==> config.mk <==
export PLATFORM = sky130hd
export DESIGN_NAME = adc_conv_ctrl
export DESIGN_NICKNAME = d
export VERILOG_FILES = /design/src/pkg/adc_ctrl_pkg.sv /design/src/hdl/adc_conv_ctrl.sv /design/src/hdl/adc_sample_core.sv
export SDC_FILE = /design/constraint.sdc
export NUM_CORES = 1
export LEC_CHECK = 0
export BUFFER_PORTS_ARGS = -buffer_cell sky130_fd_sc_hd__clkbuf_2
export CAP_MARGIN = 20
export CORE_MARGIN = 2
export CORE_UTILIZATION = 52
export CTS_CLUSTER_DIAMETER = 200
export CTS_CLUSTER_SIZE = 24
export DETAILED_ROUTE_END_ITERATION = 7
export PLACE_DENSITY = 0.85
export REMOVE_ABC_BUFFERS = 1
export SLEW_MARGIN = 20
export SYNTH_ARGS = -nofsm -noshare
export SYNTH_HDL_FRONTEND = slang
export SYNTH_SLANG_ARGS = --single-unit
==> constraint.sdc <==
create_clock -name clk -period 5.1 [get_ports clk]
set_input_delay 0.51 -clock clk [delete_from_list [all_inputs] [get_ports clk]]
set_output_delay 0.51 -clock clk [all_outputs]
set_load 0.01 [all_outputs]
==> src/pkg/adc_ctrl_pkg.sv <==
// constants, types and register layout for the converter control block
// Behaviour
// - four channels; selection idle while converter disabled
// - 10-bit result, right or left justified
// - low byte read blocks result updates
// - high byte read releases the update block
// - completion event raised even when result lost
// - start bit begins conversion, cleared at end
// - channel change waits until conversion ends
// - auto trigger enable with selectable source
// - trigger rising edge resets prescaler, starts conversion
// - trigger still high needs fresh rising edge
// - trigger edges ignored during a conversion
// - own completion flag source gives back-to-back conversions
// - start bit works and reads high under auto trigger
// - conversion 13 clocks, first after enable 25
// - completion writes result, sets flag, clears start
// - free running restarts immediately, start stays high
package adc_ctrl_pkg;

    localparam int unsigned ADDR_W   = 5;
    localparam int unsigned DATA_W   = 32;
    localparam int unsigned RES_W    = 10;
    localparam int unsigned CH_W     = 2;
    localparam int unsigned NUM_CH   = 4;
    localparam int unsigned TS_W     = 3;
    localparam int unsigned NUM_TRIG = 8;
    localparam int unsigned PRESC_W  = 3;
    localparam int unsigned PCNT_W   = 7;
    localparam int unsigned CNT_W    = 5;

    // word-aligned register byte offsets
    localparam logic [ADDR_W-1:0] CTRL_A_OFF = 5'h00;
    localparam logic [ADDR_W-1:0] CTRL_B_OFF = 5'h04;
    localparam logic [ADDR_W-1:0] INSEL_OFF  = 5'h08;
    localparam logic [ADDR_W-1:0] RES_LO_OFF = 5'h0C;
    localparam logic [ADDR_W-1:0] RES_HI_OFF = 5'h10;

    // converter_control_a fields
    localparam int unsigned CA_ENABLE_BIT = 7;
    localparam int unsigned CA_START_BIT  = 6;
    localparam int unsigned CA_AUTO_BIT   = 5;
    localparam int unsigned CA_DONE_BIT   = 4;
    localparam int unsigned CA_PRESC_LSB  = 0;
    // converter_control_b field
    localparam int unsigned CB_TS_LSB     = 0;
    // input_select_register fields
    localparam int unsigned IS_LEFT_BIT   = 5;
    localparam int unsigned IS_CH_LSB     = 0;

    localparam logic [TS_W-1:0]    TRIG_FREERUN = 3'h0;
    localparam logic [PRESC_W-1:0] PRESC_RST    = 3'h0;
    localparam logic [CH_W-1:0]    CH_RST       = 2'h0;

    localparam logic [CNT_W-1:0] NORMAL_CYCLES = 5'h0D;
    localparam logic [CNT_W-1:0] FIRST_CYCLES  = 5'h19;

    typedef struct packed {
        logic             done;
        logic [RES_W-1:0] value;
    } conv_result_t;

    typedef enum logic [0:0] {
        CORE_IDLE = 1'b0,
        CORE_CONV = 1'b1
    } core_state_t;

endpackage

==> src/hdl/adc_conv_ctrl.sv <==
// converter control: registers, prescaler, start/trigger logic, result lock
module adc_conv_ctrl (
    input  wire logic                                          clk,
    input  wire logic                                          nrst,
    input  wire logic [adc_ctrl_pkg::ADDR_W-1:0]               avs_address,
    input  wire logic                                          avs_read,
    input  wire logic                                          avs_write,
    input  wire logic [adc_ctrl_pkg::DATA_W-1:0]               avs_writedata,
    output logic      [adc_ctrl_pkg::DATA_W-1:0]               avs_readdata,
    output logic                                               avs_waitrequest,
    input  wire logic [adc_ctrl_pkg::NUM_TRIG-1:1]             trig_src,
    input  wire logic [adc_ctrl_pkg::NUM_CH*adc_ctrl_pkg::RES_W-1:0] channel_sample,
    output logic      [adc_ctrl_pkg::CH_W-1:0]                 channel_select,
    output logic                                               converter_on,
    output logic                                               conv_done_event
);

    // prescaler tap mask: setting 0 and 1 both divide by two
    function automatic logic [adc_ctrl_pkg::PCNT_W-1:0] presc_mask(
        input logic [adc_ctrl_pkg::PRESC_W-1:0] p
    );
        logic [adc_ctrl_pkg::PCNT_W:0] one_hot;
        one_hot = '0;
        one_hot[(p == '0) ? 1 : p] = 1'b1;
        presc_mask = one_hot[adc_ctrl_pkg::PCNT_W-1:0] - 1'b1;
    endfunction

    logic rst_s1_q;
    logic rst_n_q;

    always_ff @(posedge clk or negedge nrst) begin
        if (!nrst) begin
            rst_s1_q <= 1'b0;
            rst_n_q  <= 1'b0;
        end else begin
            rst_s1_q <= 1'b1;
            rst_n_q  <= rst_s1_q;
        end
    end

    logic                                  ack_q, ack_d;
    logic [adc_ctrl_pkg::DATA_W-1:0]       rdata_q, rdata_d;
    logic                                  enable_q, enable_d;
    logic                                  start_q, start_d;
    logic                                  auto_q, auto_d;
    logic                                  done_flag_q, done_flag_d;
    logic [adc_ctrl_pkg::PRESC_W-1:0]      presc_sel_q, presc_sel_d;
    logic [adc_ctrl_pkg::TS_W-1:0]         trig_sel_q, trig_sel_d;
    logic                                  left_q, left_d;
    logic [adc_ctrl_pkg::CH_W-1:0]         ch_reg_q, ch_reg_d;
    logic [adc_ctrl_pkg::CH_W-1:0]         ch_act_q, ch_act_d;
    logic [adc_ctrl_pkg::RES_W-1:0]        res_q, res_d;
    logic                                  lock_q, lock_d;
    logic                                  first_q, first_d;
    logic                                  trig_prev_q, trig_prev_d;
    logic [adc_ctrl_pkg::PCNT_W-1:0]       pcnt_q, pcnt_d;
    logic                                  event_q, event_d;

    logic                                  acc_wr;
    logic                                  acc_rd;
    logic                                  tick;
    logic                                  trig_level;
    logic                                  trig_edge;
    logic                                  launch;
    logic                                  core_busy;
    adc_ctrl_pkg::conv_result_t            core_res;
    logic [adc_ctrl_pkg::RES_W-1:0]        sample_sel;
    logic [7:0]                            res_lo;
    logic [7:0]                            res_hi;

    assign avs_waitrequest = (avs_read || avs_write) && !ack_q;
    assign acc_wr          = avs_write && !avs_waitrequest;
    assign acc_rd          = avs_read && !avs_waitrequest;

    assign trig_level = (trig_sel_q == adc_ctrl_pkg::TRIG_FREERUN) ? 1'b0
                        : trig_src[trig_sel_q];
    assign trig_edge  = trig_level && !trig_prev_q;
    assign tick       = enable_q && ((pcnt_q & presc_mask(presc_sel_q))
                                     == presc_mask(presc_sel_q));
    // done and tick never share a cycle, the guard only documents intent
    assign launch     = start_q && !core_busy && !core_res.done && tick;
    assign sample_sel = channel_sample[ch_act_q*adc_ctrl_pkg::RES_W +: adc_ctrl_pkg::RES_W];

    always_comb begin
        res_lo = '0;
        res_hi = '0;
        if (left_q) begin
            res_lo = {res_q[1:0], 6'h00};
            res_hi = res_q[9:2];
        end else begin
            res_lo = res_q[7:0];
            res_hi = {6'h00, res_q[9:8]};
        end
    end

    always_comb begin
        ack_d       = (avs_read || avs_write) && !ack_q;
        rdata_d     = rdata_q;
        enable_d    = enable_q;
        start_d     = start_q;
        auto_d      = auto_q;
        done_flag_d = done_flag_q;
        presc_sel_d = presc_sel_q;
        trig_sel_d  = trig_sel_q;
        left_d      = left_q;
        ch_reg_d    = ch_reg_q;
        ch_act_d    = ch_act_q;
        res_d       = res_q;
        lock_d      = lock_q;
        first_d     = first_q;
        trig_prev_d = trig_level;
        pcnt_d      = pcnt_q + 1'b1;
        event_d     = 1'b0;

        if (avs_read && !ack_q) begin
            rdata_d = '0;
            case (avs_address)
                adc_ctrl_pkg::CTRL_A_OFF: begin
                    rdata_d[adc_ctrl_pkg::CA_ENABLE_BIT] = enable_q;
                    rdata_d[adc_ctrl_pkg::CA_START_BIT]  = start_q;
                    rdata_d[adc_ctrl_pkg::CA_AUTO_BIT]   = auto_q;
                    rdata_d[adc_ctrl_pkg::CA_DONE_BIT]   = done_flag_q;
                    rdata_d[adc_ctrl_pkg::CA_PRESC_LSB +: adc_ctrl_pkg::PRESC_W] = presc_sel_q;
                end
                adc_ctrl_pkg::CTRL_B_OFF: rdata_d[adc_ctrl_pkg::CB_TS_LSB +: adc_ctrl_pkg::TS_W] = trig_sel_q;
                adc_ctrl_pkg::INSEL_OFF: begin
                    rdata_d[adc_ctrl_pkg::IS_LEFT_BIT] = left_q;
                    rdata_d[adc_ctrl_pkg::IS_CH_LSB +: adc_ctrl_pkg::CH_W] = ch_reg_q;
                end
                adc_ctrl_pkg::RES_LO_OFF: rdata_d[7:0] = res_lo;
                adc_ctrl_pkg::RES_HI_OFF: rdata_d[7:0] = res_hi;
                default: rdata_d = '0;
            endcase
        end

        if (acc_wr) begin
            case (avs_address)
                adc_ctrl_pkg::CTRL_A_OFF: begin
                    enable_d    = avs_writedata[adc_ctrl_pkg::CA_ENABLE_BIT];
                    auto_d      = avs_writedata[adc_ctrl_pkg::CA_AUTO_BIT];
                    presc_sel_d = avs_writedata[adc_ctrl_pkg::CA_PRESC_LSB +: adc_ctrl_pkg::PRESC_W];
                    if (avs_writedata[adc_ctrl_pkg::CA_START_BIT]) begin
                        start_d = 1'b1;
                    end
                    if (avs_writedata[adc_ctrl_pkg::CA_DONE_BIT]) begin
                        done_flag_d = 1'b0;
                    end
                end
                adc_ctrl_pkg::CTRL_B_OFF: trig_sel_d = avs_writedata[adc_ctrl_pkg::CB_TS_LSB +: adc_ctrl_pkg::TS_W];
                adc_ctrl_pkg::INSEL_OFF: begin
                    left_d   = avs_writedata[adc_ctrl_pkg::IS_LEFT_BIT];
                    ch_reg_d = avs_writedata[adc_ctrl_pkg::IS_CH_LSB +: adc_ctrl_pkg::CH_W];
                end
                default: ;
            endcase
        end

        if (acc_rd && avs_address == adc_ctrl_pkg::RES_LO_OFF) begin
            lock_d = 1'b1;
        end
        if (acc_rd && avs_address == adc_ctrl_pkg::RES_HI_OFF) begin
            lock_d = 1'b0;
        end

        // new selection is applied only between conversions
        if (enable_q && !core_busy && !launch) begin
            ch_act_d = ch_reg_q;
        end

        // edges while converting are dropped; a level held high gives none
        if (enable_q && auto_q && trig_edge && !start_q) begin
            start_d = 1'b1;
            pcnt_d  = '0;
        end

        if (launch) begin
            first_d = 1'b0;
        end

        if (core_res.done) begin
            event_d     = 1'b1;
            done_flag_d = 1'b1;
            if (!lock_q) begin
                res_d = core_res.value;
            end
            if (!(auto_q && trig_sel_q == adc_ctrl_pkg::TRIG_FREERUN)) begin
                start_d = 1'b0;
            end
            // free running: start stays high and the next tick relaunches
        end

        if (!enable_q) begin
            start_d = 1'b0;
            first_d = 1'b1;
            pcnt_d  = '0;
        end
    end

    always_ff @(posedge clk or negedge rst_n_q) begin
        if (!rst_n_q) begin
            ack_q       <= 1'b0;
            rdata_q     <= '0;
            enable_q    <= 1'b0;
            start_q     <= 1'b0;
            auto_q      <= 1'b0;
            done_flag_q <= 1'b0;
            presc_sel_q <= adc_ctrl_pkg::PRESC_RST;
            trig_sel_q  <= adc_ctrl_pkg::TRIG_FREERUN;
            left_q      <= 1'b0;
            ch_reg_q    <= adc_ctrl_pkg::CH_RST;
            ch_act_q    <= adc_ctrl_pkg::CH_RST;
            res_q       <= '0;
            lock_q      <= 1'b0;
            first_q     <= 1'b1;
            trig_prev_q <= 1'b0;
            pcnt_q      <= '0;
            event_q     <= 1'b0;
        end else begin
            ack_q       <= ack_d;
            rdata_q     <= rdata_d;
            enable_q    <= enable_d;
            start_q     <= start_d;
            auto_q      <= auto_d;
            done_flag_q <= done_flag_d;
            presc_sel_q <= presc_sel_d;
            trig_sel_q  <= trig_sel_d;
            left_q      <= left_d;
            ch_reg_q    <= ch_reg_d;
            ch_act_q    <= ch_act_d;
            res_q       <= res_d;
            lock_q      <= lock_d;
            first_q     <= first_d;
            trig_prev_q <= trig_prev_d;
            pcnt_q      <= pcnt_d;
            event_q     <= event_d;
        end
    end

    adc_sample_core u_core (
        .clk    (clk),
        .rst_n  (rst_n_q),
        .tick   (tick),
        .start  (launch),
        .first  (first_q),
        .abort  (!enable_q),
        .sample (sample_sel),
        .result (core_res),
        .busy   (core_busy)
    );

    assign avs_readdata    = rdata_q;
    assign channel_select  = ch_act_q;
    assign converter_on    = enable_q;
    assign conv_done_event = event_q;

endmodule

==> src/hdl/adc_sample_core.sv <==
// sampling core stand-in: counts converter clocks and returns the held sample
module adc_sample_core (
    input  wire logic                              clk,
    input  wire logic                              rst_n,
    input  wire logic                              tick,
    input  wire logic                              start,
    input  wire logic                              first,
    input  wire logic                              abort,
    input  wire logic [adc_ctrl_pkg::RES_W-1:0]    sample,
    output adc_ctrl_pkg::conv_result_t             result,
    output logic                                   busy
);

    adc_ctrl_pkg::core_state_t             state_q, state_d;
    logic [adc_ctrl_pkg::CNT_W-1:0]        cnt_q, cnt_d;
    logic [adc_ctrl_pkg::CNT_W-1:0]        len_q, len_d;
    logic [adc_ctrl_pkg::RES_W-1:0]        hold_q, hold_d;
    adc_ctrl_pkg::conv_result_t            res_q, res_d;

    always_comb begin
        state_d    = state_q;
        cnt_d      = cnt_q;
        len_d      = len_q;
        hold_d     = hold_q;
        res_d      = res_q;
        res_d.done = 1'b0;
        case (state_q)
            adc_ctrl_pkg::CORE_IDLE: begin
                if (start && !abort) begin
                    state_d = adc_ctrl_pkg::CORE_CONV;
                    cnt_d   = '0;
                    // first conversion after enable needs the longer warm-up
                    len_d   = first ? adc_ctrl_pkg::FIRST_CYCLES
                                    : adc_ctrl_pkg::NORMAL_CYCLES;
                    hold_d  = sample;
                end
            end
            adc_ctrl_pkg::CORE_CONV: begin
                if (abort) begin
                    state_d = adc_ctrl_pkg::CORE_IDLE;
                end else if (tick) begin
                    cnt_d = cnt_q + 1'b1;
                    if (cnt_d == len_q) begin
                        state_d     = adc_ctrl_pkg::CORE_IDLE;
                        res_d.done  = 1'b1;
                        res_d.value = hold_q;
                    end
                end
            end
            default: state_d = adc_ctrl_pkg::CORE_IDLE;
        endcase
    end

    always_ff @(posedge clk or negedge rst_n) begin
        if (!rst_n) begin
            state_q <= adc_ctrl_pkg::CORE_IDLE;
            cnt_q   <= '0;
            len_q   <= adc_ctrl_pkg::NORMAL_CYCLES;
            hold_q  <= '0;
            res_q   <= '0;
        end else begin
            state_q <= state_d;
            cnt_q   <= cnt_d;
            len_q   <= len_d;
            hold_q  <= hold_d;
            res_q   <= res_d;
        end
    end

    assign result = res_q;
    assign busy   = (state_q == adc_ctrl_pkg::CORE_CONV);

endmodule

==> results of run 1 <==
-- metrics by stage --
stage	total power, mW	worst slack, ns
2_1_floorplan	1.16	2.83
3_3_place_gp	1.26	2.76
3_5_place_dp	1.29	2.66
4_1_cts	1.77	2.61
5_1_grt	1.85	2.50
6_report	1.76	2.61
-- sequential cells by signal, summed over array words and instances, names as in the netlist, 2 cells and up --
register and count:
u_core.len_q 2, u_core.cnt_q 5, ch_reg_q 2, u_core.result 11, presc_sel_q 3, res_q 10, pcnt_q 7, channel_select 2
u_core.hold_q 10, avs_readdata 8, trig_sel_q 3
-- what timing repair did --
action | in CTS | in global routing
hold buffers | 1 | 0
endpoints found under the setup margin | 0 | 0
endpoints found under the hold margin | 2 | 0
setup buffers | 0 | 0
-- worst max-delay path, cell delays in order (launching register included) --
cell      delay, ns
dfrtp_1        0.43
ha_1           0.27
xor2_1         0.20
or3b_1         0.37
a211oi_1       0.38
and3_4         0.38
mux2_2         0.36
-- kinds of logic (layout without fill, tap and decap cells) --
logic type	Yosys count	count (layout)	synth area share [%]
compound gates	49	49	9.14
buf+inv	43	102	6.94
xor+xnor	8	8	1.76
mux	62	62	22.5
fa+ha+maj	3	3	0.943
other cells	2	25	0.189
flops	76	76	47.8
simple gates	79	79	10.7
-- per-layer routing --
metal,vias up,share of wire (%),GRT usage [%]
met5,-,0,0
met4,0,1.8,8.84
met3,11,6.3,3.07
met2,114,47,29.5
met1,1324,45,26.9
li1,1268,-,-
-- cells in the final DEF, fill, tap and decap left out, types with 2 or more instances in the layout --
cell type and count:
nor3b_1 2, nor2_1 22, nor4_1 2, a21o_1 4, nand3_1 6, a211o_1 2, o21ai_0 11, ha_1 3
conb_1 25, dfrtp_1 73, xnor2_1 4, clkinvlp_4 2, a21oi_1 6, mux2_4 16, mux2_2 26, a22o_1 9
nor2b_1 4, clkbuf_8 9, inv_6 2, nand2b_1 3, a211oi_1 4, dfstp_2 2, xor2_1 4, inv_1 9
mux2i_1 7, mux4_2 13, nand2_1 23, and3_1 4, clkbuf_2 75, and3b_1 3
-- worst paths after layout --
path	from	to	slack [ns]	depth (start not counted)
max	u_core.cnt_q[0]	u_core.result[9]	2.61	6
min	rst_s1_q	rst_n_q	0.36	0
max reg2reg	u_core.cnt_q[0]	u_core.result[9]	2.61	6
min reg2reg	rst_s1_q	rst_n_q	0.36	0
max in group asynchronous	rst_n_q	u_core.hold_q[7]	4.06	1
min in group asynchronous	rst_n_q	u_core.cnt_q[0]	0.46	1
-- layout make-up --
type / instances / area share (%)
multi-input cells: 226 / 41.5
well taps: 99 / 2.72
clock buffers: 9 / 2.72
clock inverters: 7 / 1.81
inverters: 9 / 0.742
flip-flops and latches: 76 / 41.9
repair buffers: 77 / 8.63
-- synth_stat cells, types with 2 or more instances --
cell type,n,share of area (%)
nor2_1,22,2.1
a21o_1,4,0.75
mux2_2,26,7.4
a22o_1,9,2.0
xnor2_1,4,0.88
mux2_4,16,6.0
inv_1,9,0.85
buf_4,24,4.5
nand2_1,23,2.2
xor2_1,4,0.88
conb_1,2,0.19
clkbuf_1,7,0.66
nor4_1,2,0.31
dfstp_2,2,1.3
mux4_2,13,7.4
a211oi_1,4,0.75
dfrtp_1,74,46
nor2b_1,4,0.63
ha_1,3,0.94
and3b_1,3,0.66
a211o_1,2,0.44
nand3_1,6,0.75
mux2i_1,7,1.8
and3_1,4,0.63
a21oi_1,6,0.75
nor3b_1,2,0.38
o21ai_0,11,1.4
nand2b_1,3,0.47
-- power groups by stage --
stage	Combinational [mW]	Sequential, mW	Clock [mW]
2_1_floorplan	0.314	0.847	0
3_3_place_gp	0.391	0.867	0
3_5_place_dp	0.414	0.878	0
4_1_cts	0.417	0.868	0.482
5_1_grt	0.453	0.893	0.506
6_report	0.413	0.867	0.479
==> flow_summary.json, run 1 <==
{
  "vias_per_cell": 5.40,
  "regArea_um2": 1910,
  "slew_headroom_pct": 41.2,
  "hpwl_um": 5790,
  "drc_errors": 0,
  "io_pins": 125,
  "n_fill_cell": 574,
  "switching_power_mw": 0.558,
  "syn_area_per_cell_um2": 12.4,
  "first_iter_violations": 136,
  "start_kind": "flop",
  "endpoint_kind": "flop",
  "maxClockFrequency_ghz": 0.401,
  "peakVddDrop_mv": 0.190,
  "htree_levels": 3,
  "netlist_instances": 322,
  "period_needed_ns": 2.49,
  "drive_above_1_share_pct": 39.1,
  "power_frac_clock_pct": 27.2,
  "final-hold-violation-count": 0,
  "ant_nets": 0,
  "stdcell_area_um2": 4550,
  "fp.coreArea_um2": 7330,
  "rsz0062_at_grt": "false",
  "syn2layout_area_growth_pct": 14.3,
  "tightest_slew_ns": 0.882,
  "setup_violations": 0,
  "layout.cells.non_filler": 503,
  "synth.cell_area_um2": 3980,
  "combPwrFrac_pct": 23.5,
  "whs_ns": 0.357,
  "grt_pass1_vias": 2672,
  "cts_tree": "yes",
  "dpl-instance-area_um2": 4330,
  "multi_input_area_um2": 1890,
  "io_buffers": 75,
  "hold_path_class": "flop to flop",
  "ctsResizeCount": 0,
  "gp_congestion": 0.839,
  "grt_max_degree": 75,
  "gr-usage-all-layers_pct": 19.2,
  "cp_max_fo": 11,
  "fp.dieW_um": 91.5,
  "ys.flop_type": "dfrtp_1",
  "final_core_util_pct": 62.1,
  "rows": 31,
  "dieArea_um2": 8380,
  "outcome": "finished clean",
  "path_clk_slew_ns": 0.08,
  "synth_edf_count": 0,
  "dieHeight_um": 91.5,
  "p_sw_share_pct": 31.7,
  "start_util_pct": 54.3,
  "clock-sinks": 76,
  "async_flop_share_pct": 100,
  "p_leak_nw": 2.25,
  "drt_pass1_iterations": 4,
  "p_int_mw": 1.20,
  "cts_root_buffer": "clkbuf_8",
  "clk-insertion-delay-late_ns": 0.36,
  "final_nets": 490,
  "tns_ns": 0,
  "fin_crit_sh_pct": 48.9,
  "seqPwrFrac_pct": 49.3,
  "grt_pass1_wl_um": 12700,
  "cts_buffer_depth": 2,
  "worst-setup-path-type": "flop to flop",
  "grt-ovfl-total": 0,
  "synth.distinct_cells": 54,
  "synth-seq-area-share_pct": 47.8,
  "critical_path_arrival_ns": 2.74,
  "slew_violations": 0,
  "wl_per_cell_um": 15.2,
  "place_inst": 486,
  "antenna_found_initial": 0,
  "cts_buffers": 9,
  "yosysWarnings": 0,
  "power_density_nw_per_um2": 387,
  "cap_violations": 0,
  "antenna_cells": 0,
  "yosys_register_bits": 76,
  "crit_required_ns": 5.35,
  "vias": 2717,
  "wl_um": 7650,
  "fin_worst_skew_ns": 0.00829
}
(Power assumes the default switching activity.)
==> run 2: changes to the inputs <==
Settings changed: CORE_UTILIZATION 52 to 51, PLACE_DENSITY 0.85 to 0.84.
Clock period 5.1 ns to 2.5 ns, I/O delays scaled along.
==> run 2 against run 1 <==
Clock skew about the same. Routed wire length up 2.1%. Clock power up 100%. Sequential power up 110%. Critical path depth unchanged. Register-to-register slack worse by 2.5 ns.
==> flow_summary.json, run 2 (same netlist as run 1, synthesis figures left out) <==
{
  "reg2reg_depth": 6,
  "period_needed_ns": 2.35,
  "regArea_um2": 1910,
  "path_clk_slew_ns": 0.09,
  "multi_input_area_um2": 1900,
  "cts_tree": "yes",
  "switching_power_mw": 1.15,
  "cts_buffer_depth": 2,
  "drive_above_1_share_pct": 39.7,
  "grt_pass1_vias": 2635,
  "cts_buffers": 9,
  "p_sw_share_pct": 31.9,
  "power_density_nw_per_um2": 785,
  "first_iter_violations": 171,
  "antenna_cells": 0,
  "crit_family": "simple AND/OR/NAND/NOR gates",
  "clock-sinks": 76,
  "wl_um": 7810,
  "layout.cells.non_filler": 508,
  "power_frac_clock_pct": 26.9,
  "io_buffers": 75,
  "final_common_cell": "clkbuf_2",
  "wirelength_met1_um": 3390,
  "crit_required_ns": 2.75,
  "seqPwrFrac_pct": 49.7,
  "r2r-start": "u_core.cnt_q[0]",
  "ant_nets": 0,
  "final_cell_mix": "75 x clkbuf_2, 73 x dfrtp_1, 26 x mux2_2",
  "tns_ns": 0,
  "slew_violations": 0,
  "hold_path_class": "primary input to flop",
  "start_util_pct": 52.1,
  "maxClockFrequency_ghz": 0.426,
  "fp.dieW_um": 92.4,
  "setup_violations": 0,
  "dr_wl_met3_um": 445,
  "clk-insertion-delay-late_ns": 0.36,
  "final-hold-violation-count": 0,
  "cts_root_buffer": "clkbuf_8",
  "vias_per_cell": 5.41,
  "antenna_found_initial": 0,
  "start_kind": "flop",
  "place_ws_ns": 0.136,
  "tightest_slew_ns": 0.844,
  "fin_worst_skew_ns": 0.00838,
  "post_cts_buffers": 0,
  "outcome": "finished clean",
  "dieHeight_um": 92.4,
  "slew_headroom_pct": 43.6,
  "gr-usage-all-layers_pct": 19.6,
  "cp_max_fo": 6,
  "place_inst": 490,
  "hold_depth": 3,
  "dieArea_um2": 8530,
  "critical_path_arrival_ns": 2.60,
  "cap_violations": 0,
  "stdcell_area_um2": 4590,
  "min-delay-start": "avs_writedata[7]",
  "crit_path_cell_trace": "ha_1 -> xor2_1 -> or3b_1 -> a211oi_2 -> and3_2 -> mux2_4",
  "worst-setup-path-type": "flop to flop",
  "grt_pass1_wl_um": 13000,
  "rows": 32,
  "r2r-end": "u_core.result[8]",
  "io_pins": 125,
  "reg2reg_slack_ns": 0.15,
  "syn2layout_area_growth_pct": 15.2,
  "peakVddDrop_mv": 0.365,
  "p_leak_nw": 2.27,
  "n_fill_cell": 635,
  "combPwrFrac_pct": 23.4,
  "grt_max_degree": 45,
  "vias": 2747,
  "critPathMaxStageDelay_ns": 0.43,
  "critPathBufInv": 0,
  "top_layer": "met4",
  "largest_reg_flops": 11,
  "wl_per_cell_um": 15.4,
  "hpwl_um": 5860,
  "setup_ws_ns": 0.150,
  "drt_pass1_iterations": 4,
  "final_nets": 492,
  "htree_levels": 3,
  "crit_path_top_delay_cell": "dfrtp_1",
  "dpl-instance-area_um2": 4360,
  "drc_errors": 0,
  "dr_wl_met2_um": 3850,
  "grt-ovfl-total": 0,
  "endpoint_kind": "flop",
  "fin_crit_sh_pct": 94.0,
  "rsz0062_at_grt": "false",
  "p_int_mw": 2.45,
  "gp_congestion": 0.887,
  "min_to": "converter_on",
  "fp.coreArea_um2": 7650
}
-- run 2: cell types whose count changed in the layout (fill, tap and decap cells not counted), sizes merged --
cell	before	now
clkinvlp	2	1
clkinv	1	3
inv	12	11
and3	5	6
buf	1	2
-- run 2: area by class of cell --
type | instances | area share [%]
clock buffer | 9 | 2.70
clock inverter | 7 | 1.83
inverter | 9 | 0.736
multi-input combinational | 227 | 41.4
sequential | 76 | 41.5
tap | 102 | 2.78
timing repair buffer | 78 | 9.00
-- run 2: worst max path at each step --
stage	slack, ns	to	cells after the start	from
floorplan	0.23	ack_q	0	rst_n_q
global placement	0.18	u_core.result[9]	6	u_core.cnt_q[0]
detailed placement	0.14	u_core.result[9]	6	u_core.cnt_q[0]
CTS	0.12	u_core.result[9]	6	u_core.cnt_q[0]
global route	0.02	u_core.result[9]	6	u_core.cnt_q[0]
finish	0.15	u_core.result[8]	6	u_core.cnt_q[0]
-- run 2: metal layers --
| layer | track usage (%) | up-vias |
|---|---|---|
| met5 | 0 | - |
| met4 | 6.47 | 0 |
| met3 | 4.88 | 10 |
| met2 | 31.1 | 96 |
| met1 | 26.6 | 1360 |
| li1 | - | 1281 |
-- run 2: worst reg2reg max path, stage by stage, from the launching register on --
cell and delay, ns:
dfrtp_1 0.43, ha_1 0.27, xor2_1 0.18, or3b_1 0.39
a211oi_2 0.32, and3_2 0.33, mux2_4 0.32
-- run 2: power groups by stage --
stage / clock network [mW] / logic (mW) / registers [mW]
after floorplan: 0 / 0.641 / 1.73
after global routing: 1.05 / 0.929 / 1.84
final: 0.970 / 0.844 / 1.79
after global placement: 0 / 0.791 / 1.78
after CTS: 0.990 / 0.840 / 1.78
after detailed placement: 0 / 0.833 / 1.81
-- run 2: repair_timing --
item                                    4_1_cts  5_1_grt
hold buffers                                  1        0
resized for setup                             0        1
endpoints found under the setup margin        0        1
hold endpoints to repair                      2        0
-- run 2: metrics by stage --
stage	power [mW]	utilization, %	hold WS, ns
finish	3.60	60.0	0.114
CTS	3.61	59.8	0.106
detailed placement	2.64	57.0	0.0393
global placement	2.57	57.0	0.0369
global route	3.82	60.0	0.119
floorplan	2.37	-	-0.0456
==> run 3: changes to the inputs <==
Settings changed: BUFFER_PORTS_ARGS -buffer_cell sky130_fd_sc_hd__clkbuf_2 to -buffer_cell sky130_fd_sc_hd__buf_4.
==> run 3 against run 2 <==
Global-route usage increased by 0.74 points. Die area unchanged. Final area increased by 4.0%. Total power increased by 0.57%. Clock power decreased by 3.7%. Via count increased by 1.0%. Clock skew increased by 0.0017 ns. Critical endpoint is now u_core.result[9]. Largest power group unchanged.
==> flow_summary.json, run 3 (same netlist as run 1, synthesis figures left out) <==
{
  "clock-sinks": 76,
  "start_kind": "flop",
  "first_iter_violations": 154,
  "final_cell_mix": "77 x buf_4, 73 x dfrtp_1, 26 x mux2_2",
  "hold_depth": 3,
  "outcome": "finished clean",
  "largest_reg_flops": 11,
  "htree_levels": 3,
  "reg2reg_slack_ns": 0.14,
  "power.total_mw": 3.62,
  "grt-ovfl-total": 0,
  "wl_per_cell_um": 16.3,
  "fp.coreArea_um2": 7650,
  "syn2layout_area_growth_pct": 19.8,
  "crit_required_ns": 2.74,
  "cp_max_fo": 6,
  "vias": 2775,
  "final_nets": 493,
  "rows": 32,
  "final-hold-violation-count": 0,
  "fin_crit_sh_pct": 94.5,
  "grt_pass1_vias": 2833,
  "grt_pass1_wl_um": 13600,
  "dieArea_um2": 8530,
  "gr-usage-all-layers_pct": 20.4,
  "final_common_cell": "buf_4",
  "p_sw_share_pct": 30.6,
  "setup_violations": 0,
  "crit_family": "simple AND/OR/NAND/NOR gates",
  "path_clk_slew_ns": 0.08,
  "crit_path_top_delay_cell": "dfrtp_1",
  "n_fill_cell": 611,
  "rsz0062_at_grt": "false",
  "antenna_found_initial": 0,
  "fin_worst_skew_ns": 0.0100,
  "whs_ns": 0.107,
  "antenna_cells": 0,
  "power_frac_clock_pct": 25.8,
  "slew_violations": 0,
  "slew_headroom_pct": 42.4,
  "tightest_slew_ns": 0.862,
  "fp.dieW_um": 92.4,
  "drt_pass1_iterations": 4,
  "min_to": "converter_on",
  "clk-insertion-delay-late_ns": 0.35,
  "critPathBufInv": 0,
  "drc_errors": 0,
  "p_int_mw": 2.51,
  "period_needed_ns": 2.36,
  "critical_path_arrival_ns": 2.60,
  "cap_violations": 0,
  "seqPwrFrac_pct": 49.3,
  "r2r-start": "u_core.cnt_q[0]",
  "min-delay-start": "avs_writedata[7]",
  "p_leak_nw": 2.33,
  "hold_path_class": "primary input to flop",
  "cts_tree": "yes",
  "worst-setup-path-type": "flop to flop",
  "vias_per_cell": 5.45,
  "cts_root_buffer": "clkbuf_8",
  "final_core_util_pct": 62.4,
  "combPwrFrac_pct": 24.9,
  "ant_nets": 0,
  "critPathMaxStageDelay_ns": 0.43,
  "maxClockFrequency_ghz": 0.423,
  "endpoint_kind": "flop",
  "io_buffers": 75,
  "grt_max_degree": 47,
  "cts_buffer_depth": 2,
  "hpwl_um": 6120,
  "switching_power_mw": 1.11,
  "gp_congestion": 0.841,
  "drive_above_1_share_pct": 39.3,
  "tns_ns": 0,
  "cts_buffers": 9,
  "reg2reg_depth": 6,
  "dieHeight_um": 92.4,
  "r2r-end": "u_core.result[9]",
  "io_pins": 125,
  "start_util_pct": 52.1,
  "wl_um": 8280,
  "power_density_nw_per_um2": 759,
  "crit_path_cell_trace": "ha_1 -> xor2_1 -> or3b_1 -> a211oi_2 -> and3_4 -> mux2_2",
  "peakVddDrop_mv": 0.346
}
==> run 3: metal layers <==
layer	global-route usage (%)	wire length [um]
met1	26.9	3530
met2	33.3	4190
met3	4.39	425
met4	7.59	123
met5	0	0
==> run 3: how the worst max path moves through the flow <==
stage                    startpoint                to  slack (ns)  cells after the start
CTS                 u_core.cnt_q[0]  u_core.result[9]        0.09                      6
global route        u_core.cnt_q[0]  u_core.result[8]        0.05                      6
finish              u_core.cnt_q[0]  u_core.result[9]        0.14                      6
floorplan                   rst_n_q             ack_q        0.23                      0
detailed placement  u_core.cnt_q[0]  u_core.result[9]        0.14                      6
global placement    u_core.cnt_q[0]  u_core.result[9]        0.17                      6
==> run 3: what timing repair did <==
item	4_1_cts	5_1_grt
hold buffers	1	0
buffers inserted	0	0
hold endpoints to repair	2	0
endpoints found under the setup margin	0	8
gates resized for setup	0	1
==> run 3: area by class of cell <==
class                   instances  area [um^2]  area share (%)
clock buffers                  12          145            3.04
repair buffers                 79          608            12.7
well taps                     102          128            2.68
multi-input cells             227         1900            39.8
clock inverters                 4         48.8            1.02
inverters                       9         33.8           0.708
flip-flops and latches         76         1910            40.0
==> run 3: tightest hold or removal path: stages <==
cell and delay [ns]:
buf_4 0.08, nand2_1 0.03, o21ai_0 0.05
==> run 3: power groups by stage <==
stage,combinational [mW],sequential (mW),clock [mW]
after global placement,0.841,1.78,0
after detailed placement,0.885,1.81,0
final,0.902,1.79,0.934
after global routing,0.987,1.84,0.998
after floorplan,0.641,1.73,0
after CTS,0.899,1.78,0.945
==> run 3: stage by stage <==
step	worst slack, ns	std cells	area [um^2]
floorplan	0.230	311	3830
global placement	0.173	491	4550
detailed placement	0.141	491	4550
CTS	0.0915	508	4760
global route	0.0498	509	4770
finish	0.138	509	4770
